**config.mk**
```make
export PLATFORM = sky130hd
export DESIGN_NAME = core_trim_register_bank
export DESIGN_NICKNAME = d
export VERILOG_FILES = /design/src/trim_pkg.sv /design/src/fuse_loader.sv /design/src/trim_route.sv /design/src/core_trim_register_bank.sv
export SDC_FILE = /design/constraint.sdc
export NUM_CORES = 1
export LEC_CHECK = 0
export BUFFER_PORTS_ARGS = -buffer_cell sky130_fd_sc_hd__buf_2
export CAP_MARGIN = 20
export CORE_ASPECT_RATIO = 0.5
export CORE_UTILIZATION = 53
export DETAILED_ROUTE_END_ITERATION = 7
export PLACE_DENSITY = 0.8
export SKIP_CTS_REPAIR_TIMING = 1
export SLEW_MARGIN = 15
export SYNTH_ARGS = -nofsm -noshare
export SYNTH_HDL_FRONTEND = slang
export SYNTH_SLANG_ARGS = --single-unit
export TNS_END_PERCENT = 20
```
**constraint.sdc**
```tcl
create_clock -name clk -period 2.01 [get_ports clk]
set_input_delay 0.201 -clock clk [delete_from_list [all_inputs] [get_ports clk]]
set_output_delay 0.201 -clock clk [all_outputs]
set_load 0.01 [all_outputs]
```
**src/trim_pkg.sv**
```systemverilog
package trim_pkg;

  localparam int ADDR_W   = 12;
  localparam int DATA_W   = 16;
  localparam int TIMING_W = 8;
  localparam int OFFSET_W = 12;
  localparam int TRIM_COUNT = 9;
  localparam int IDX_W    = 4;
  localparam int CTRL_W   = 3;

  // Register offsets
  localparam logic [ADDR_W-1:0] A_DUAL_TIMING_OFS   = 12'h310;
  localparam logic [ADDR_W-1:0] B_DUAL_TIMING_OFS   = 12'h313;
  localparam logic [ADDR_W-1:0] A_SGL_INA_TIM_OFS   = 12'h314;
  localparam logic [ADDR_W-1:0] B_SGL_INA_TIM_OFS   = 12'h315;
  localparam logic [ADDR_W-1:0] A_SGL_INB_TIM_OFS   = 12'h31A;
  localparam logic [ADDR_W-1:0] B_SGL_INB_TIM_OFS   = 12'h31B;
  localparam logic [ADDR_W-1:0] A_DUAL_INA_OFF_OFS  = 12'h344;
  localparam logic [ADDR_W-1:0] A_DUAL_INB_OFF_OFS  = 12'h346;
  localparam logic [ADDR_W-1:0] A_SGL_INA_OFF_OFS   = 12'h348;
  localparam logic [ADDR_W-1:0] CTRL_OFS            = 12'h350;
  localparam logic [ADDR_W-1:0] STATUS_OFS          = 12'h351;

  // Storage index of each trim
  localparam logic [IDX_W-1:0] A_DUAL_TIMING_IDX  = 4'h0;
  localparam logic [IDX_W-1:0] B_DUAL_TIMING_IDX  = 4'h1;
  localparam logic [IDX_W-1:0] A_SGL_INA_TIM_IDX  = 4'h2;
  localparam logic [IDX_W-1:0] B_SGL_INA_TIM_IDX  = 4'h3;
  localparam logic [IDX_W-1:0] A_SGL_INB_TIM_IDX  = 4'h4;
  localparam logic [IDX_W-1:0] B_SGL_INB_TIM_IDX  = 4'h5;
  localparam logic [IDX_W-1:0] A_DUAL_INA_OFF_IDX = 4'h6;
  localparam logic [IDX_W-1:0] A_DUAL_INB_OFF_IDX = 4'h7;
  localparam logic [IDX_W-1:0] A_SGL_INA_OFF_IDX  = 4'h8;

  // Control and status fields
  localparam int CTRL_SINGLE_BIT  = 0;
  localparam int CTRL_FGCAL_BIT   = 1;
  localparam int CTRL_INSEL_BIT   = 2;
  localparam logic [CTRL_W-1:0] CTRL_RESET = 3'h0;
  localparam int STATUS_LOADING_BIT = 0;
  localparam logic [DATA_W-1:0] TRIM_RESET = 16'h0000;
  localparam logic [DATA_W-1:0] TIMING_MASK = 16'h00FF;
  localparam logic [DATA_W-1:0] OFFSET_MASK = 16'hFFFF;

  function automatic logic [DATA_W-1:0] trim_mask(input logic [IDX_W-1:0] idx);
    return (idx >= A_DUAL_INA_OFF_IDX) ? OFFSET_MASK : TIMING_MASK;
  endfunction

  // Returns {hit, index}
  function automatic logic [IDX_W:0] trim_lookup(input logic [ADDR_W-1:0] addr);
    case (addr)
      A_DUAL_TIMING_OFS:  return {1'b1, A_DUAL_TIMING_IDX};
      B_DUAL_TIMING_OFS:  return {1'b1, B_DUAL_TIMING_IDX};
      A_SGL_INA_TIM_OFS:  return {1'b1, A_SGL_INA_TIM_IDX};
      B_SGL_INA_TIM_OFS:  return {1'b1, B_SGL_INA_TIM_IDX};
      A_SGL_INB_TIM_OFS:  return {1'b1, A_SGL_INB_TIM_IDX};
      B_SGL_INB_TIM_OFS:  return {1'b1, B_SGL_INB_TIM_IDX};
      A_DUAL_INA_OFF_OFS: return {1'b1, A_DUAL_INA_OFF_IDX};
      A_DUAL_INB_OFF_OFS: return {1'b1, A_DUAL_INB_OFF_IDX};
      A_SGL_INA_OFF_OFS:  return {1'b1, A_SGL_INA_OFF_IDX};
      default:            return 5'h00;
    endcase
  endfunction

endpackage

```
**src/fuse_loader.sv**
```systemverilog
`timescale 1ns/10ps
module fuse_loader (
  input  wire logic                          clk,       // System clock
  input  wire logic                          rst,       // Synchronous reset
  output      logic [trim_pkg::IDX_W-1:0]    fuse_addr, // Fuse word address
  input  wire logic [trim_pkg::DATA_W-1:0]   fuse_data, // Fuse word, one cycle after address
  output      logic                          load_we,   // Load strobe
  output      logic [trim_pkg::IDX_W-1:0]    load_idx,  // Trim being loaded
  output      logic [trim_pkg::DATA_W-1:0]   load_data, // Fuse value to load
  output      logic                          loading    // Fuse copy in progress
);
  import trim_pkg::*;

  typedef enum logic [1:0] {phase_fetch, phase_drain, phase_idle} phase_type;

  typedef struct packed {
    phase_type        phase;
    logic [IDX_W-1:0] count;
    logic             pend;
    logic [IDX_W-1:0] pidx;
  } loader_state_type;

  loader_state_type cur;
  loader_state_type next_cur;

  always_comb
  begin
    next_cur = cur;
    unique case (cur.phase)
      phase_fetch:
      begin
        next_cur.pend = 1'b1;
        next_cur.pidx = cur.count;
        if (cur.count == IDX_W'(TRIM_COUNT - 1))
          next_cur.phase = phase_drain;
        else
          next_cur.count = cur.count + 4'h1;
      end
      phase_drain:
      begin
        next_cur.pend  = 1'b0;
        next_cur.phase = phase_idle;
      end
      phase_idle:
        next_cur.pend = 1'b0;
    endcase
    if (rst)
      next_cur = '{phase_fetch, 4'h0, 1'b0, 4'h0};
  end

  always_ff @(posedge clk)
    cur <= next_cur;

  assign fuse_addr = cur.count;
  assign load_we   = cur.pend;
  assign load_idx  = cur.pidx;
  assign load_data = fuse_data;
  assign loading   = (cur.phase != phase_idle);

endmodule

```
**src/trim_route.sv**
```systemverilog
`timescale 1ns/10ps
module trim_route (
  input  wire logic                                               clk,            // System clock
  input  wire logic                                               rst,            // Synchronous reset
  input  wire logic [trim_pkg::TRIM_COUNT-1:0][trim_pkg::DATA_W-1:0] trim,         // Stored trims
  input  wire logic [trim_pkg::CTRL_W-1:0]                        ctrl,           // Mode controls
  output      logic [trim_pkg::TIMING_W-1:0]                      a_timing_trim,  // A core timing
  output      logic [trim_pkg::TIMING_W-1:0]                      b_timing_trim,  // B core timing
  output      logic [trim_pkg::OFFSET_W-1:0]                      a_offset_trim,  // A core offset
  output      logic                                               a_offset_apply, // A offset valid
  output      logic                                               trim_apply      // Timing trims valid
);
  import trim_pkg::*;

  typedef struct packed {
    logic [TIMING_W-1:0] a_t;
    logic [TIMING_W-1:0] b_t;
    logic [OFFSET_W-1:0] a_o;
    logic                a_ok;
    logic                t_ok;
  } route_state_type;

  route_state_type cur;
  route_state_type next_cur;
  logic            single;
  logic            insel;

  always_comb
  begin
    single   = ctrl[CTRL_SINGLE_BIT];
    insel    = ctrl[CTRL_INSEL_BIT];
    next_cur = '0;
    if (ctrl[CTRL_FGCAL_BIT])
    begin
      next_cur.t_ok = 1'b1;
      if (!single)
      begin
        next_cur.a_t  = trim[A_DUAL_TIMING_IDX][TIMING_W-1:0];
        next_cur.b_t  = trim[B_DUAL_TIMING_IDX][TIMING_W-1:0];
        next_cur.a_o  = insel ? trim[A_DUAL_INB_OFF_IDX][OFFSET_W-1:0]
                              : trim[A_DUAL_INA_OFF_IDX][OFFSET_W-1:0];
        next_cur.a_ok = 1'b1;
      end
      else if (!insel)
      begin
        next_cur.a_t  = trim[A_SGL_INA_TIM_IDX][TIMING_W-1:0];
        next_cur.b_t  = trim[B_SGL_INA_TIM_IDX][TIMING_W-1:0];
        next_cur.a_o  = trim[A_SGL_INA_OFF_IDX][OFFSET_W-1:0];
        next_cur.a_ok = 1'b1;
      end
      else
      begin
        next_cur.a_t = trim[A_SGL_INB_TIM_IDX][TIMING_W-1:0];
        next_cur.b_t = trim[B_SGL_INB_TIM_IDX][TIMING_W-1:0];
      end
    end
    if (rst)
      next_cur = '0;
  end

  always_ff @(posedge clk)
    cur <= next_cur;

  assign a_timing_trim  = cur.a_t;
  assign b_timing_trim  = cur.b_t;
  assign a_offset_trim  = cur.a_o;
  assign a_offset_apply = cur.a_ok;
  assign trim_apply     = cur.t_ok;

endmodule

```
**src/core_trim_register_bank.sv**
```systemverilog
// Implementation choice: strobed register access.
`timescale 1ns/10ps
// What this block does
// - Holds an eight-bit timing trim for the B core in dual channel mode with calibration on.
// - Holds an eight-bit timing trim for the A core in single channel mode on the first input.
// - Holds an eight-bit timing trim for the B core in single channel mode on the first input.
// - Holds an eight-bit timing trim for the A core in single channel mode on the second input.
// - Holds an eight-bit timing trim for the B core in single channel mode on the second input.
// - Applies a twelve-bit offset to the A core sampling the first input in dual channel mode.
// - Applies a separate twelve-bit offset to the A core sampling the second input in dual mode.
// - After reset every trim is loaded from fuse storage rather than a constant.
// - Holds a twelve-bit single mode first-input offset for the A core with four reserved upper bits.
// - Software can read back every trim and overwrite it with an adjusted value.
module core_trim_register_bank (
  input  wire logic                          clk,            // 200 MHz system clock
  input  wire logic                          rst,            // Synchronous reset, active high
  input  wire logic [trim_pkg::ADDR_W-1:0]   addr,           // Register address
  input  wire logic [trim_pkg::DATA_W-1:0]   wdata,          // Write data
  input  wire logic                          wr,             // Write strobe
  input  wire logic                          rd,             // Read strobe
  output      logic [trim_pkg::DATA_W-1:0]   rdata,          // Read data, cycle after rd
  output      logic [trim_pkg::IDX_W-1:0]    fuse_addr,      // Fuse storage address
  input  wire logic [trim_pkg::DATA_W-1:0]   fuse_data,      // Fuse storage data
  output      logic [trim_pkg::TIMING_W-1:0] a_timing_trim,  // Timing trim to A core
  output      logic [trim_pkg::TIMING_W-1:0] b_timing_trim,  // Timing trim to B core
  output      logic [trim_pkg::OFFSET_W-1:0] a_offset_trim,  // Offset trim to A core
  output      logic                          a_offset_apply, // A offset trim is valid
  output      logic                          trim_apply,     // Timing trims are valid
  output      logic                          loading         // Fuse copy in progress
);
  import trim_pkg::*;

  typedef struct packed {
    logic [TRIM_COUNT-1:0][DATA_W-1:0] trim;
    logic [CTRL_W-1:0]                 ctrl;
    logic [DATA_W-1:0]                 rdata;
  } bank_state_type;

  bank_state_type      cur;
  bank_state_type      next_cur;
  logic                load_we;
  logic [IDX_W-1:0]    load_idx;
  logic [DATA_W-1:0]   load_data;
  logic [IDX_W:0]      hit;
  logic                hit_ok;
  logic [IDX_W-1:0]    hit_idx;

  fuse_loader u_loader (
    .clk       (clk),
    .rst       (rst),
    .fuse_addr (fuse_addr),
    .fuse_data (fuse_data),
    .load_we   (load_we),
    .load_idx  (load_idx),
    .load_data (load_data),
    .loading   (loading)
  );

  always_comb
  begin
    hit      = trim_lookup(addr);
    hit_ok   = hit[IDX_W];
    hit_idx  = hit[IDX_W-1:0];
    next_cur = cur;
    next_cur.rdata = '0;
    if (load_we)
      next_cur.trim[load_idx] = load_data & trim_mask(load_idx);
    else if (wr && hit_ok && !loading)
      next_cur.trim[hit_idx] = wdata & trim_mask(hit_idx);
    if (wr && addr == CTRL_OFS)
      next_cur.ctrl = wdata[CTRL_W-1:0];
    if (rd)
    begin
      if (hit_ok)
        next_cur.rdata = cur.trim[hit_idx];
      else if (addr == CTRL_OFS)
        next_cur.rdata = {13'h0000, cur.ctrl};
      else if (addr == STATUS_OFS)
        next_cur.rdata = {15'h0000, loading};
    end
    if (rst)
    begin
      next_cur.trim  = {TRIM_COUNT{TRIM_RESET}};
      next_cur.ctrl  = CTRL_RESET;
      next_cur.rdata = '0;
    end
  end

  always_ff @(posedge clk)
    cur <= next_cur;

  assign rdata = cur.rdata;

  trim_route u_route (
    .clk            (clk),
    .rst            (rst),
    .trim           (cur.trim),
    .ctrl           (cur.ctrl),
    .a_timing_trim  (a_timing_trim),
    .b_timing_trim  (b_timing_trim),
    .a_offset_trim  (a_offset_trim),
    .a_offset_apply (a_offset_apply),
    .trim_apply     (trim_apply)
  );

  // Mode decode used by the checks below
  logic fg_on;
  logic dual_ina;
  logic dual_inb;
  logic sgl_ina;
  logic sgl_inb;

  assign fg_on    = cur.ctrl[CTRL_FGCAL_BIT];
  assign dual_ina = fg_on && !cur.ctrl[CTRL_SINGLE_BIT] && !cur.ctrl[CTRL_INSEL_BIT];
  assign dual_inb = fg_on && !cur.ctrl[CTRL_SINGLE_BIT] && cur.ctrl[CTRL_INSEL_BIT];
  assign sgl_ina  = fg_on && cur.ctrl[CTRL_SINGLE_BIT] && !cur.ctrl[CTRL_INSEL_BIT];
  assign sgl_inb  = fg_on && cur.ctrl[CTRL_SINGLE_BIT] && cur.ctrl[CTRL_INSEL_BIT];
endmodule

```
Word-level counts from Yosys, hierarchy flattened
Cells that the tools add are included.

operators by class
  add/sub/neg operators = 1
  order comparisons = 6
  eq/ne operators = 16
  multiplexer cells = 24
  bitwise gates (word level) = 5
  reduce and logical (&&, ||, !) cells = 14

operators by type and width
  operator                number
  $bwmux W144             2
  $mux W144               2
  $eq A12 B10 Y1 const B  11
  $demux W16 S4           2
  $mux W16                7
  $bmux W16 S4            1
  $pmux W5 S9             1
  $and A16 B16 Y16        2
  $mux W29                1
  $mux W13                1
  $mux W12                1
  $lt A4 B5 Y1 const B    2
  $ge A4 B1 Y1 const B    2
  $ge A4 B3 Y1 const B    2
  $reduce_or A2 Y1        3
  $logic_and A1 B1 Y1     5
  $add A4 B1 Y4 const B   1
  $eq A4 B4 Y1 const B    1
  $pmux W2 S2             1
  $reduce_and A2 Y1       2
  $reduce_bool A2 Y1      2
  $mux W3                 1
  $not A1 Y1              3
  $eq A2 B1 Y1 const B    1
  8 further kinds         9

word-level totals
  register bits = 204
  bits of input ports = 48
  logic and storage cells = 86

Longest topological paths before layout
  depth in word-level cells = 9
  mapped depth = 10
  depth with buffers taken out = 9

Cells and area by module
A second synthesis with hierarchy kept.

unflattened totals
  cell total of the unflattened synthesis = 1,094
  area total of the unflattened synthesis = 10,015.9 sq um

modules (own cells, without submodules)
  module                   times used  cells an instance  area each (sq um)  seq. area each (sq um)
  core_trim_register_bank  1           874                7,875.1            3,263.1
  trim_route               1           143                1,430.1            600.6
  fuse_loader              1           77                 710.7              220.2

Least setup slack after synthesis
Ideal clock, no wire load.

  kind = register -> register
  start point = reg u_loader.cur[9] in the netlist's numbering
  end point = reg cur[147] in the netlist's numbering
  setup time = 0.070 ns
  arrival = 2.110 ns
  data required time = 1.940 ns
  setup slack = -0.171 ns
  stages on the path, launching flop included = 11
  clock period less this slack = 2.181 ns
  cells stage by stage = dfxtp_1 inv_1 ha_1 nand2_1 or2_2 clkbuf_1 nor2_1 nor2_1 clkbuf_1 nand2_1 a21oi_1

on the way
  cells in the longest elaborated chain, start to end = 4

RTL lines
  element                              RTL line                       RTL
  from (decl)                          fuse_loader.sv:23              loader_state_type cur;
  from (signal assigned)               fuse_loader.sv:52              cur <= next_cur;
  $ne A2 B2 Y1                         fuse_loader.sv:58              assign loading = (cur.phase != phase_idle);
  $logic_not A1 Y1                     core_trim_register_bank.sv:68  else if (wr && hit_ok && !loading)
  $logic_and A1 B1 Y1                  core_trim_register_bank.sv:68
  $reduce_bool A2 Y1 (no source line)  -
  to (signal assigned)                 core_trim_register_bank.sv:90  cur <= next_cur;
  to (decl)                            core_trim_register_bank.sv:39  bank_state_type cur;

Every way passes these cells.
A chain may end at the register's enable or synchronous reset.

Worst setup path after layout
  start point = reg u_loader.cur[9] in the netlist's numbering
  end point = reg cur[59] in the netlist's numbering

Same word-level chain as after synthesis.

==> results.md <==
- Reported max-cap violation count: 0
- Cell variety after synth: 63
- Violations in the final reports: hold timing
- Required time of the critical path: 2.39 ns
- Clock tree root driver cell: clkbuf_16
- First-pass GRT wire length: 48400 microns
- Register area: 4090 sq um
- Slowest stage delay, CP: 0.32 ns
- Setup Skew: 0.0160 ns
- Maximum clock path buffer count: 3
- YS warnings: 0
- Power density cells: 750 nW/um^2
- Final HPWL from detailed placement: 23400 microns
- Most common cell on crit path: buf_4
- Headroom to the max-slew limit: between 30% and 40%
- Number of routed nets with antenna violations: 0
- Maximum number of pins on one net before global-route repair: slightly above 60
- Hold path startpoint: wdata[13]
- Slew at the pin with the worst max-slew slack: roughly 1.0 ns
- Total via count in the routed design: 8971
- Asr flop ratio synth: 0%
- Multi-input gate area in the final layout: 4790 sq um
- Number of hold-slack violations in the final timing report: 2
- GR met3 Demand/Resource: under 10%
- Worst EP arrival: 2.32 ns
- Total of flip-flops plus latches after synthesis: 204
- RSZ-0062 raised after global routing: yes
- Number of global-route vias before repair: 8636
- Min-delay worst type: input port to flip-flop
- Launching element of the worst setup path: u_loader.cur[9]
- Area growth, synth to finish: 22.5%
- Clock latency reported for the late side of the worst-skew pair: slightly below 0.5 ns
- Standby leakage power: 0.00426 uW
- TritonCTS Buffers: 19
- Max rail drop VDD: 568 uV
- Ordered cell list for the critical path: inv_2, ha_2, nand2_1, buf_4, nor2_2, nand4_1, nor3_2, buf_4, a21oi_2, buf_4, and3_1
- Final count of negative-setup-slack endpoints: 0
- Count of cells along the worst hold path: 3
- Die Footprint: 18200 sq um
- Post-route worst hold slack: -0.0272 ns
- Kind of start point of the critical path: flip-flop
- Commonest non-fill, non-tap cells in the layout: dfxtp_1, buf_4, buf_2, a21oi_1, nor2_1
- Chip width: 190 microns
- Clock edge transition at the registers on the reported setup and hold paths: roughly 0.070 ns
- Category of the worst setup path capture point: flip-flop
- Placeable core region: 16800 sq um
- Wire length reported by the detailed router: between 30000 and 40000 microns
- Number of I/O port buffers: 98
- First-pass iteration count of the detailed router: 6
- Worst-path fanout max: 8
- CTS H-Tree Depth: 1
- Syn Std Cell Area: 9330 sq um
- Final Wtd Congestion: 1.00
- GR met1 Demand/Resource: 47.8%
- Post-Synthesis Net Count: 1071
- Layer carrying the most global-route usage: met2
- Leading cell type in the layout, fill and taps excluded: dfxtp_1
- Starting Density: 55.5%
- Number of vias per cell: 6.32
- Tcrit/Tclk final: 96.6%
- Outcome: finished, violations left
- Post-route setup slack: 0.0692 ns
- Top cells by area, synth: dfxtp_1, mux2i_1, a22oi_1, a21oi_1, nor2_1
- Post-synth top area cell: dfxtp_1
- Number of DRC markers after the initial detailed-route iteration: 1118
- Global routing usage on met2: 54.2%
- Share of the synthesized area in the top cell type: 43.8%
- Launch point of the worst reg-to-reg path: u_loader.cur[9]
- Routed WL per cell: 22.3 microns
- Post-synthesis cell count: between 1k and 1.5k
- Final critical path time including I/O delays and setup: roughly 1.9 ns
- Number of inserted filler cells in the final layout: ~1.3k
- Final-stage net count: 1236
- Number of max-slew violations in the final report: 0
- Max frequency: about 520 MHz
- Predominant post-synthesis flop cell: dfxtp_1
- Kind of critical path: flip-flop to flip-flop
- Height of the chip: 95.8 microns
- Standard-cell row count: 33
- DRC violations left: 0
- Number of antenna diodes: 0
- Total negative setup slack: 0 ns
- Sequential-to-total area share from yosys stat: 43.8%
- Antenna violations before repair: 0
- Mean instance size in the synthesized netlist: just over 9 sq um
- # IOs: 99
- TritonCTS clock tree: built
- Count of flip-flops with a built-in enable after synthesis: 0
- Post-place setup slack: -0.297 ns
- CTS sink count: 204
- Standard cell with the maximum stage delay on the critical path: dfxtp_1
- Overall overflow remaining after global route: 0
- Fraction of layout cells with a size suffix above 1: 25.4%
- R2R cell count: 11
- Combined global-route utilization of all metal layers: around a third
[path summary, 6_finish.rpt]
| path | end | slack, ns |
|---|---|---|
| min reg2reg | cur[95] | 0.46 |
| min | cur[128] | -0.03 |
| max reg2reg | cur[59] | 0.07 |
| max | cur[59] | 0.07 |
[critical path, delay by kind of cell (launching register included)]
family,cells,cell delay (ns)
AOI/OAI and AO/OA,1,0.07
and+or+nand+nor,5,0.71
DFF,1,0.32
adders and majority gates,1,0.20
buffers and inverters,4,0.53
[through the flow]
step	cells	total power, uW	util [%]	area, sq um
5_1_grt	1420	8870	68.1	11400
3_3_place_gp	1383	5120	64.1	10800
6_report	1420	8580	68.1	11400
4_1_cts	1414	8550	67.5	11300
3_5_place_dp	1383	5150	64.1	10800
2_1_floorplan	1018	4740	-	9340
[Yosys cell counts (3+ instances only)]
master,instances
nand2b_1,9
a211oi_1,19
o31ai_1,3
o21ai_0,23
a221o_1,9
nor3b_1,5
mux4_2,3
mux2_2,12
nand2_1,82
and3_1,18
nor2b_1,14
nor3_1,14
a211oi_2,4
o211ai_1,4
dfxtp_1,204
o2bb2ai_1,32
buf_2,10
buf_4,25
nand4_1,7
inv_1,10
a221oi_1,9
nand3b_1,3
nand3_1,4
and2_1,34
clkbuf_1,44
mux2i_1,83
a22oi_1,81
nor2_1,94
buf_1,15
ha_1,5
a32oi_1,8
a21oi_1,93
[area by class of cell]
type | count | area share, %
clock inverter | 7 | 0.602
sequential | 204 | 35.7
inverter | 10 | 0.328
tap | 227 | 2.48
multi-input combinational | 709 | 41.8
clock buffer | 24 | 4.41
timing repair buffer | 239 | 14.6
[per-layer routing]
layer,vias to the layer above,routed length (microns)
li1,4019,-
met1,4331,13400
met2,511,13600
met3,110,3370
met4,0,1210
met5,-,0
[cell families (layout without fill, tap and decap cells)]
logic type                 count (synthesis)  after routing  synth area share (%)
and+or+nand+nor                          304            304                  16.4
AOI/OAI and AO/OA                        299            299                  22.4
DFF                                      204            204                  43.8
buffers and inverters                    105            280                  5.44
muxes                                     98             98                  11.1
adders and majority gates                  5              5                 0.670
xor gates and xnor gates                   3              3                 0.282
[registers in the layout (all words and copies together), names as in the netlist]
name	flops
u_loader.load_idx	4
u_loader.cur	2
u_route.a_offset_trim	12
u_loader.fuse_addr	4
cur	147
u_loader.load_we	1
rdata	16
u_route.trim_apply	1
u_route.a_offset_apply	1
u_route.a_timing_trim	8
u_route.b_timing_trim	8
[where the power goes]
group | leakage (uW) | switching (uW) | internal (uW) | total [uW]
sequential | 0.00165 | 96.6 | 4120 | 4220
clock | 0.000282 | 1560 | 1910 | 3480
combinational | 0.00234 | 516 | 369 | 885
Note: power is estimated with default switching activity, not from simulation.
